**config.mk**
```make
export PLATFORM = sky130hd
export DESIGN_NAME = fpe_seq
export DESIGN_NICKNAME = d
export VERILOG_FILES = /design/src/fpe_pkg.sv /design/src/fpe_seq.sv
export SDC_FILE = /design/constraint.sdc
export NUM_CORES = 1
export LEC_CHECK = 0
export BUFFER_PORTS_ARGS = -buffer_cell sky130_fd_sc_hd__clkbuf_2
export CAP_MARGIN = 20
export CORE_AREA = 3 3 181 183
export DETAILED_ROUTE_END_ITERATION = 7
export DIE_AREA = 0 0 184 186
export PLACE_DENSITY_LB_ADDON = 0.3
export SETUP_SLACK_MARGIN = 0.15
export SLEW_MARGIN = 20
export SYNTH_ARGS = -nofsm -noshare
export SYNTH_HDL_FRONTEND = slang
export SYNTH_SLANG_ARGS = --single-unit
```
**constraint.sdc**
```tcl
create_clock -name clk_sys_i -period 4.3 [get_ports clk_sys_i]
set_clock_uncertainty 0.05 [all_clocks]
set_input_delay 1.075 -clock clk_sys_i [delete_from_list [all_inputs] [get_ports clk_sys_i]]
set_output_delay 1.075 -clock clk_sys_i [all_outputs]
set_load 0.05 [all_outputs]
```
**src/fpe_pkg.sv**
```systemverilog
// package: register map, field layout, codes and timing for the flash command sequencer
package fpe_pkg;
	// register byte offsets (apb, one word each)
	localparam logic [7:0] OFS_CLKDIV   = 8'h00;	// clock divider, bit 7 = loaded
	localparam logic [7:0] OFS_CONFIG   = 8'h04;	// config: wipe pending bit, mode bit
	localparam logic [7:0] OFS_STATUS   = 8'h08;	// flash status register
	localparam logic [7:0] OFS_INDEX    = 8'h0c;	// parameter index
	localparam logic [7:0] OFS_WORD     = 8'h10;	// parameter word at current index
	localparam logic [7:0] OFS_SECURITY = 8'h14;	// security register
	localparam logic [7:0] OFS_PROTECT  = 8'h18;	// protection configuration
	// status field positions
	localparam int ST_CCF  = 7;	// command complete
	localparam int ST_ACC  = 5;	// access error
	localparam int ST_PV   = 4;	// protection violation
	localparam int ST_VE   = 1;	// verify error
	localparam int ST_VU   = 0;	// verify uncorrectable
	// config field positions
	localparam int CF_WIPE = 0;	// wipe pending bit
	localparam int CF_MODE = 1;	// special mode enable (commands allowed)
	// divider loaded flag position
	localparam int DV_LOAD = 7;
	// reset values
	localparam logic [7:0] RST_CLKDIV = 8'h00;
	localparam logic [1:0] RST_SEC    = 2'h2;	// secured
	localparam logic [1:0] SEC_UNSEC  = 2'h1;	// unsecure code
	// command codes and expected parameter index
	localparam logic [7:0] CMD_PGM  = 8'h06;
	localparam logic [7:0] CMD_OTP  = 8'h07;
	localparam logic [7:0] CMD_ERSA = 8'h08;
	localparam logic [2:0] IDX_PGM  = 3'h5;
	localparam logic [2:0] IDX_ERSA = 3'h0;
	localparam logic [2:0] OTP_MAX  = 3'h7;
	// address map
	localparam logic [7:0] PFLASH_HI = 8'h00;	// only valid global address [23:16] value
	// timing: nanoseconds per step and derived cycles at 25 ns
	localparam int CLK_NS     = 25;
	localparam int PGM_NS     = 1000;
	localparam int ERS_NS     = 4000;
	localparam int PGM_CYC    = (PGM_NS + CLK_NS - 1) / CLK_NS;
	localparam int ERS_CYC    = (ERS_NS + CLK_NS - 1) / CLK_NS;
	// sequencer states
	typedef enum logic [2:0] {
		FPE_IDLE,
		FPE_CHECK,
		FPE_BLANK,
		FPE_WORK,
		FPE_VERIFY,
		FPE_DONE
	} fpe_state_e;
	// status group
	typedef struct packed {
		logic ccf;
		logic acc;
		logic pv;
		logic ve;
		logic vu;
	} fpe_stat_s;
endpackage

```
**src/fpe_seq.sv**
```systemverilog
// flash program, one-time-program and erase-all command sequencer with apb registers
//Contract
// - program phrase writes four words, verifies, completes
// - index not 101 raises access error
// - address low three bits nonzero: access error
// - address outside valid range: access error
// - command forbidden in mode: access error
// - protected low address bits: protection violation
// - verify errors set the matching verify flags
// - otp code 07, index 0..7, four words
// - otp blank check, program, verify, then complete
// - otp already programmed phrase: access error
// - all-ones phrase may be programmed again
// - otp index out of range: access error
// - flash reads invalid during otp
// - erase all, verify, release security
// - erase-all index not 000: access error
// - any protection on erase-all: violation
// - wipe request needs loaded divider
// - divider reset after wipe
// - wipe ignores protection, unsecures on pass
// - wipe pending bit shown, cleared at end
// - wipe verify errors set verify flags
// - clearing complete flag launches command
//
// Implementation choices: the APB register port and the address map.
`timescale 1ns/1ps
`default_nettype none
module fpe_seq #(
	parameter int STEP_CYC = fpe_pkg::ERS_CYC	// cycles per work step, used by program, otp and erase
) (
	input  wire logic        clk_sys_i,	// 40 mhz system clock
	input  wire logic        arst_n_i,	// async reset, active low
	input  wire logic        psel,	// apb select
	input  wire logic        penable,	// apb enable
	input  wire logic        pwrite,	// apb direction
	input  wire logic [7:0]  paddr,	// apb byte address
	input  wire logic [31:0] pwdata,	// apb write data
	output logic      [31:0] prdata,	// apb read data
	output logic             pready,	// apb ready
	output logic             pslverr,	// apb error
	input  wire logic        wipe_req_i,	// pin erase-all request (async)
	input  wire logic        verify_err_i,	// array verify error (same clock)
	input  wire logic        verify_unc_i,	// array uncorrectable error
	output logic             read_invalid_o,	// flash read data invalid
	output logic       [1:0] sec_state_o	// security state field
);
	// elaboration check: step timer is 16 bits wide
	if (STEP_CYC < 1 || STEP_CYC > 65535)
	begin
		$error("STEP_CYC out of range");
	end

	// all state in one struct
	typedef struct packed {
		fpe_pkg::fpe_state_e st;
		logic [7:0]  clkdiv;	// clock divider reg
		logic        mode;	// special mode enable
		logic        wipe;	// wipe pending bit
		logic [2:0]  idx;	// parameter index
		logic [15:0] w0;	// param 0: code and addr hi
		logic [15:0] w1;	// param 1: addr lo / phrase
		logic [63:0] data;	// param words 2..5
		logic [1:0]  sec;	// security state field
		logic        secbyte;	// stored security byte unsecure
		logic [7:0]  prot;	// protection bits, nonzero = protected
		fpe_pkg::fpe_stat_s stat;
		logic [7:0]  otp_used;	// otp phrases programmed
		logic [7:0]  otp_ones;	// otp phrases programmed to all ones
		logic [15:0] cnt;	// step timer
		logic        pin;	// running a pin wipe
		logic [31:0] rd;	// read data
		logic        rdy;	// pready
		logic        err;	// pslverr, registered with pready
		logic        ve;	// latched verify error
		logic        vu;	// latched uncorrectable
		logic        rdinv;	// read invalid
		logic [1:0]  wsync;	// request synchroniser
		logic        wsync_q;	// request previous
	} fpe_state_s;

	fpe_state_s r;
	fpe_state_s next_r;

	// register decode used for reads
	function automatic logic [31:0] read_mux(input fpe_state_s s, input logic [7:0] a);
		logic [31:0] v;
		v = 32'h0;
		unique case (a)
			fpe_pkg::OFS_CLKDIV:   v[7:0] = s.clkdiv;
			fpe_pkg::OFS_CONFIG:   v[2:0] = {1'b0, s.mode, s.wipe};
			fpe_pkg::OFS_STATUS:   v[7:0] = {s.stat.ccf, 1'b0, s.stat.acc, s.stat.pv,
				2'b00, s.stat.ve, s.stat.vu};
			fpe_pkg::OFS_INDEX:    v[2:0] = s.idx;
			fpe_pkg::OFS_WORD:     unique case (s.idx)
				3'h0:    v[15:0] = s.w0;
				3'h1:    v[15:0] = s.w1;
				3'h2:    v[15:0] = s.data[15:0];
				3'h3:    v[15:0] = s.data[31:16];
				3'h4:    v[15:0] = s.data[47:32];
				3'h5:    v[15:0] = s.data[63:48];
				default: v = 32'h0;
			endcase
			fpe_pkg::OFS_SECURITY: v[2:0] = {s.secbyte, s.sec};
			fpe_pkg::OFS_PROTECT:  v[7:0] = s.prot;
			default:               v = 32'h0;
		endcase
		return v;
	endfunction

	// address is mapped
	function automatic logic mapped(input logic [7:0] a);
		return (a == fpe_pkg::OFS_CLKDIV) || (a == fpe_pkg::OFS_CONFIG) ||
			(a == fpe_pkg::OFS_STATUS) || (a == fpe_pkg::OFS_INDEX) ||
			(a == fpe_pkg::OFS_WORD) || (a == fpe_pkg::OFS_SECURITY) ||
			(a == fpe_pkg::OFS_PROTECT);
	endfunction

	logic       acc_wr;	// apb access phase write
	logic       acc_rd;	// apb access phase read
	logic [7:0] cmd;	// command code
	logic [2:0] ph;	// otp phrase
	logic       wipe_rise;	// synchronised request edge

	// next state
	always_comb
	begin
		next_r = r;
		acc_wr = psel && penable && pwrite && r.rdy;
		acc_rd = psel && penable && !pwrite && r.rdy;
		cmd = r.w0[15:8];
		ph = r.w1[2:0];
		// two-flop synchroniser then edge
		next_r.wsync = {r.wsync[0], wipe_req_i};
		next_r.wsync_q = r.wsync[1];
		wipe_rise = r.wsync[1] && !r.wsync_q;
		// apb: no wait state, ready pulses in the first access phase cycle
		next_r.rdy = psel && !r.rdy;
		// error flag rises with ready so it stands in the same cycle
		next_r.err = psel && !r.rdy && !mapped(paddr);
		if (acc_rd)
			next_r.rd = 32'h0;
		if (psel && !penable)
			next_r.rd = read_mux(r, paddr);
		// register writes
		if (acc_wr)
		begin
			unique case (paddr)
				fpe_pkg::OFS_CLKDIV:  next_r.clkdiv = pwdata[7:0] | 8'h80;
				fpe_pkg::OFS_CONFIG:  next_r.mode = pwdata[fpe_pkg::CF_MODE];
				fpe_pkg::OFS_INDEX:   next_r.idx = pwdata[2:0];
				fpe_pkg::OFS_PROTECT: next_r.prot = pwdata[7:0];
				fpe_pkg::OFS_WORD:    unique case (r.idx)
					3'h0:    next_r.w0 = pwdata[15:0];
					3'h1:    next_r.w1 = pwdata[15:0];
					3'h2:    next_r.data[15:0] = pwdata[15:0];
					3'h3:    next_r.data[31:16] = pwdata[15:0];
					3'h4:    next_r.data[47:32] = pwdata[15:0];
					3'h5:    next_r.data[63:48] = pwdata[15:0];
					default: next_r.w0 = r.w0;
				endcase
				fpe_pkg::OFS_STATUS:
				begin
					// write one clears access error and protection violation flags
					if (pwdata[fpe_pkg::ST_ACC])
						next_r.stat.acc = 1'b0;
					if (pwdata[fpe_pkg::ST_PV])
						next_r.stat.pv = 1'b0;
					// clearing complete launches, only when errors clear
					if (pwdata[fpe_pkg::ST_CCF] && r.stat.ccf && r.st == fpe_pkg::FPE_IDLE
						&& !r.stat.acc && !r.stat.pv)
					begin
						next_r.stat.ccf = 1'b0;
						next_r.st = fpe_pkg::FPE_CHECK;
						next_r.pin = 1'b0;
					end
				end
				default: next_r.idx = r.idx;
			endcase
		end
		// pin wipe request
		if (wipe_rise && r.st == fpe_pkg::FPE_IDLE)
		begin
			next_r.wipe = 1'b1;
			next_r.pin = 1'b1;
			next_r.stat.ccf = 1'b0;
			next_r.st = fpe_pkg::FPE_CHECK;
		end
		// sequencer
		unique case (r.st)
			fpe_pkg::FPE_IDLE:
				next_r.cnt = 16'h0;
			fpe_pkg::FPE_CHECK:
			begin
				next_r.ve = 1'b0;
				next_r.vu = 1'b0;
				next_r.stat.ve = 1'b0;
				next_r.stat.vu = 1'b0;
				next_r.st = fpe_pkg::FPE_DONE;
				if (r.pin)
				begin
					if (!r.clkdiv[fpe_pkg::DV_LOAD])
						next_r.stat.acc = 1'b1;
					else
						next_r.st = fpe_pkg::FPE_WORK;
				end
				else if (!r.mode)
					next_r.stat.acc = 1'b1;
				else if (cmd == fpe_pkg::CMD_PGM)
				begin
					if (r.idx != fpe_pkg::IDX_PGM)
						next_r.stat.acc = 1'b1;
					else if (r.w1[2:0] != 3'h0)
						next_r.stat.acc = 1'b1;
					else if (r.w0[7:0] != fpe_pkg::PFLASH_HI)
						next_r.stat.acc = 1'b1;
					else if (r.prot[r.w1[15:13]])
						next_r.stat.pv = 1'b1;
					else
						next_r.st = fpe_pkg::FPE_WORK;
				end
				else if (cmd == fpe_pkg::CMD_OTP)
				begin
					if (r.idx != fpe_pkg::IDX_PGM)
						next_r.stat.acc = 1'b1;
					else if (r.w1 > {13'h0, fpe_pkg::OTP_MAX})
						next_r.stat.acc = 1'b1;
					else
						next_r.st = fpe_pkg::FPE_BLANK;
				end
				else if (cmd == fpe_pkg::CMD_ERSA)
				begin
					if (r.idx != fpe_pkg::IDX_ERSA)
						next_r.stat.acc = 1'b1;
					else if (r.prot != 8'h00)
						next_r.stat.pv = 1'b1;
					else
						next_r.st = fpe_pkg::FPE_WORK;
				end
				else
					next_r.stat.acc = 1'b1;
			end
			fpe_pkg::FPE_BLANK:
			begin
				// otp blank check; all-ones phrase may repeat
				if (r.otp_used[ph] && !r.otp_ones[ph])
				begin
					next_r.stat.acc = 1'b1;
					next_r.st = fpe_pkg::FPE_DONE;
				end
				else
				begin
					next_r.rdinv = 1'b1;
					next_r.st = fpe_pkg::FPE_WORK;
				end
			end
			fpe_pkg::FPE_WORK:
			begin
				next_r.cnt = r.cnt + 16'h1;
				next_r.ve = r.ve | verify_err_i;
				next_r.vu = r.vu | verify_unc_i;
				if (r.cnt == 16'(STEP_CYC - 1))
				begin
					next_r.cnt = 16'h0;
					next_r.st = fpe_pkg::FPE_VERIFY;
				end
			end
			fpe_pkg::FPE_VERIFY:
			begin
				// read back check, errors latched
				next_r.stat.ve = r.ve | verify_err_i;
				next_r.stat.vu = r.vu | verify_unc_i;
				if (cmd == fpe_pkg::CMD_OTP && !r.pin && !(r.ve | verify_err_i))
				begin
					next_r.otp_used[ph] = 1'b1;
					next_r.otp_ones[ph] = (r.data == 64'hffff_ffff_ffff_ffff)
						&& !r.otp_used[ph];
				end
				if ((r.pin || cmd == fpe_pkg::CMD_ERSA) && !(r.ve | verify_err_i))
				begin
					next_r.sec = fpe_pkg::SEC_UNSEC;
					if (r.pin)
						next_r.secbyte = 1'b1;
				end
				next_r.st = fpe_pkg::FPE_DONE;
			end
			fpe_pkg::FPE_DONE:
			begin
				next_r.stat.ccf = 1'b1;
				next_r.rdinv = 1'b0;
				if (r.pin)
				begin
					next_r.clkdiv = fpe_pkg::RST_CLKDIV;
					next_r.wipe = 1'b0;
					next_r.pin = 1'b0;
				end
				next_r.st = fpe_pkg::FPE_IDLE;
			end
			// unused state codes fall back to idle
			default:
				next_r.st = fpe_pkg::FPE_IDLE;
		endcase
	end

	// state register
	always_ff @(posedge clk_sys_i or negedge arst_n_i)
	begin
		if (!arst_n_i)
		begin
			r <= '0;
			r.st <= fpe_pkg::FPE_IDLE;
			r.clkdiv <= fpe_pkg::RST_CLKDIV;
			r.sec <= fpe_pkg::RST_SEC;
			r.stat.ccf <= 1'b1;
		end
		else
			r <= next_r;
	end

	// outputs straight from flops
	assign prdata = r.rd;
	assign pready = r.rdy;
	assign pslverr = r.err;
	assign read_invalid_o = r.rdinv;
	assign sec_state_o = r.sec;

	// assertions
	property p_pgm_idx;
		@(posedge clk_sys_i) disable iff (!arst_n_i)
		(r.st == fpe_pkg::FPE_CHECK && !r.pin && r.mode && cmd == fpe_pkg::CMD_PGM
			&& r.idx != fpe_pkg::IDX_PGM) |=> r.stat.acc;
	endproperty
	a_pgm_idx: assert property (p_pgm_idx) else $error("bad index not flagged");

	property p_align;
		@(posedge clk_sys_i) disable iff (!arst_n_i)
		(r.st == fpe_pkg::FPE_CHECK && !r.pin && r.mode && cmd == fpe_pkg::CMD_PGM
			&& r.w1[2:0] != 3'h0) |=> r.st == fpe_pkg::FPE_DONE ##1 r.stat.ccf;
	endproperty
	a_align: assert property (p_align) else $error("misaligned program ran");

	property p_mode;
		@(posedge clk_sys_i) disable iff (!arst_n_i)
		(r.st == fpe_pkg::FPE_CHECK && !r.pin && !r.mode) |=> r.stat.acc;
	endproperty
	a_mode: assert property (p_mode) else $error("mode error not flagged");

	property p_ersa_prot;
		@(posedge clk_sys_i) disable iff (!arst_n_i)
		(r.st == fpe_pkg::FPE_CHECK && !r.pin && r.mode && cmd == fpe_pkg::CMD_ERSA
			&& r.idx == fpe_pkg::IDX_ERSA && r.prot != 8'h00) |=> r.stat.pv;
	endproperty
	a_ersa_prot: assert property (p_ersa_prot) else $error("protection missed");

	property p_div;
		@(posedge clk_sys_i) disable iff (!arst_n_i)
		(r.st == fpe_pkg::FPE_CHECK && r.pin && !r.clkdiv[fpe_pkg::DV_LOAD])
			|=> r.stat.acc ##1 (r.wipe == 1'b0);
	endproperty
	a_div: assert property (p_div) else $error("wipe ran without divider");

	property p_div_clr;
		@(posedge clk_sys_i) disable iff (!arst_n_i)
		(r.st == fpe_pkg::FPE_DONE && r.pin) |=> (r.clkdiv == fpe_pkg::RST_CLKDIV);
	endproperty
	a_div_clr: assert property (p_div_clr) else $error("divider kept after wipe");

	property p_ccf_work;
		@(posedge clk_sys_i) disable iff (!arst_n_i)
		(r.st == fpe_pkg::FPE_WORK) |-> !r.stat.ccf;
	endproperty
	a_ccf_work: assert property (p_ccf_work) else $error("complete during work");

	property p_unsec;
		@(posedge clk_sys_i) disable iff (!arst_n_i)
		(r.st == fpe_pkg::FPE_VERIFY && r.pin && !r.ve && !verify_err_i)
			|=> sec_state_o == fpe_pkg::SEC_UNSEC ##1 r.stat.ccf;
	endproperty
	a_unsec: assert property (p_unsec) else $error("wipe did not unsecure");
endmodule
`default_nettype wire

```
==> results.py <==
metrics = {
    "sta": {
        "holdWs_ns": 0.303,
        "finalHoldViolations": 0,
        "final.setup.tns_ns": 0,
        "setup_slack_ns": 1.26,
        "max_freq_ghz": 0.329,
        "post-route-period-util_pct": 70.7,
        "tightestPinTransition_ns": 0.897,
        "min_period_ns": 3.04,
        "slew_headroom_pct": 39.8,
        "setup_viol": 0,
        "finalMaxSlewViolations": 0,
        "rsz0062_at_grt": "false",
    },
    "hold_path": {
        "min_from": "next_r[2]",
        "holdCritPathClass": "reg -> reg",
        "worstHoldEndpoint": "next_r[0]",
        "whs_path_depth": 0,
    },
    "routing": {
        "wl_um": 24400,
        "num_vias": 6578,
        "vias_per_cell": 5.19,
        "drt_iter0_drc": 462,
        "drc": 0,
        "wl_per_cell_um": 19.3,
        "drt_first_pass_iters": 6,
        "ant_nets": 0,
    },
    "grt": {
        "grt_pass1_wl_um": 38700,
        "grt_use_total_pct": 14.6,
        "grt_pass1_vias": 6663,
        "gr-total-overflow": 0,
        "antenna_found_initial": 0,
        "grt_max_degree": 71,
    },
    "placement": {
        "place_hpwl_um": 17100,
        "gp_congestion": 0.791,
        "post-place-cells": 1236,
        "port_buffers": 52,
        "place_ws_ns": 0.742,
    },
    "pwr": {
        "ir_drop_v": 0.000279,
        "power_mw": 3.86,
        "powerDensity_nw_per_um2": 370,
        "power.leakage_nw": 4.67,
    },
    "synthesis": {
        "synthDominantCellAreaShare_pct": 49.1,
        "ys_ff_latch": 185,
        "syn_avg_cell_area_sq_um": 11.2,
        "synthTopCellsByArea": "dfrtp_1 49%, mux2_2 16%, buf_4 2.8%, mux4_2 2.4%, nand2_1 2.1%",
        "ys.flop_type": "dfrtp_1",
        "synth_area_sq_um": 9340,
        "syn_inst": 833,
        "synth-edff-count": 0,
        "yosysSeqAreaShare_pct": 49.6,
        "synthArstFlopShare_pct": 100,
        "yosysUniqueCellTypes": 62,
        "yosys.area.top_type": "dfrtp_1",
        "yosys_warnings": 0,
    },
    "worst_setup_path": {
        "crit_path_top_delay_cell": "nand4_2",
        "cp_data_arrival_time_ns": 3.31,
        "worstPathMaxFanout": 16,
        "r2r-end": "r[63]",
        "cp-end-kind": "flop",
        "worst-endpoint-required_ns": 4.57,
        "r2r.worst_path.cells": 5,
        "cp_slowest_stage_delay_ns": 0.63,
        "crit_family": "simple AND/OR/NAND/NOR gates",
        "r2r_slack_ns": 1.51,
        "crit_chain": "clkbuf_2 -> or4_4 -> nor4_4 -> nand4_2 -> mux2_2",
        "worst-path-buf-inv": 1,
        "r2r_start": "cmd[4]",
        "cp-start-kind": "input port",
        "worstSetupPathType": "in -> reg",
    },
    "status": {
        "status": "finished, final reports clean",
    },
    "final_layout": {
        "n_antenna_cell": 0,
        "seq_area_sq_um": 4630,
        "area_delta_synth_final_pct": 11.8,
        "final_layout_size_suffix_gt1_share_pct": 30.1,
        "final-instance-count-excl-fill": 1268,
        "multi_input_area_sq_um": 4270,
        "nets": 902,
        "fillers": 3220,
    },
    "clocking": {
        "clk_latency_ns": 0.44,
        "cts.path.max_buffers": 2,
        "postCtsSetupBuffers": 0,
        "path_clk_slew_ns": 0.07,
        "ctsRootBufferMaster": "clkbuf_16",
        "cts.sinks": 185,
        "tritoncts": "built",
        "cts_resized": 0,
        "cts_hold_buf": 0,
        "htreeDepth": 4,
        "cts_buffers": 17,
    },
    "die": {
        "die_h_um": 186,
        "core_sq_um": 31400,
        "io_pins": 85,
        "initial_utilization_pct": 29.7,
        "num_rows": 65,
        "dieArea_sq_um": 34200,
        "die_x_um": 184,
    },
    "run": {
        "drv_cap": 0,
    },
}
-- worst max-delay path by stage --
stage | startpoint | end | slack [ns] | cells past startpoint
after floorplan | paddr[0] | r[105] | 1.18 | 6
after global routing | paddr[0] | ph[0] | 1.14 | 5
after detailed placement | paddr[0] | ph[1] | 0.74 | 5
final | paddr[0] | ph[1] | 1.26 | 5
after CTS | paddr[0] | ph[1] | 1.21 | 5
after global placement | paddr[0] | r[165] | 0.78 | 5
-- metal layers --
metal / wire length, um / vias to the layer above / track usage (%)
li1: - / 3076 / -
met1: 11900 / 3322 / 20.6
met2: 11200 / 144 / 22.9
met3: 855 / 36 / 2.44
met4: 568 / 0 / 5.08
met5: 0 / - / 0
-- state kept, by name (all words and copies together), names as in the netlist, 2 cells and up --
name and cells:
prdata 16, ph 3, next_r 2, r 151, cmd 8, sec_state_o 2
-- kinds of logic after synthesis --
kind of cell / Yosys count / share of synthesized area [%]
other cells: 1 / 0.0402
compound gates: 137 / 9.76
flops: 185 / 49.6
mux: 158 / 20.1
simple gates: 258 / 15.1
buf+inv: 93 / 5.25
fa+ha+maj: 1 / 0.134
-- synth_stat cells (17+ instances only) --
cell type  instances
mux2_2           133
nor2b_1           23
nand3_1           30
nor2_1            41
a21oi_1           31
o21ai_0           26
dfrtp_1          183
nand4_1           26
nand2_1           52
buf_4             35
clkbuf_1          31
a22oi_1           17
-- layout by cell type (no fill, tap or decap), types with 5 or more instances in the layout --
master / count
nand4_1: 26
nand2_1: 52
buf_4: 12
nor2_1: 41
nor4_1: 12
clkbuf_2: 51
a21oi_1: 31
clkbuf_16: 17
mux4_2: 10
a22oi_1: 17
dfrtp_1: 182
or2_2: 9
o2bb2ai_1: 7
o22ai_1: 8
nand2b_1: 11
inv_1: 14
o21ai_0: 26
a221o_1: 6
and3_1: 6
nand3_1: 30
mux2i_1: 15
nor3_1: 15
conb_1: 16
or3_1: 5
mux2_2: 133
o211ai_1: 5
a31oi_1: 10
nor2b_1: 23
-- power breakdown --
group / switching (mW) / internal [mW]
logic: 0.269 / 0.118
clock network: 0.758 / 0.845
registers: 0.0797 / 1.79
total: 1.11 / 2.76
-- final cells by class --
cell class              count  share of cell area (%)
clock buffers              19                    4.24
clock inverters            13                    1.49
inverters                  14                   0.504
multi-input cells         570                    40.9
flip-flops and latches    185                    44.4
well taps                 402                    4.82
repair buffers             65                    3.63
-- per-stage QoR --
step                utilization, %  instance area [sq um]
global route                  33.2                  10400
floorplan                        -                   9390
CTS                           33.2                  10400
global placement              31.3                   9840
detailed placement            31.3                   9840
finish                        33.2                  10400
Power figures use the tool's default switching activity.
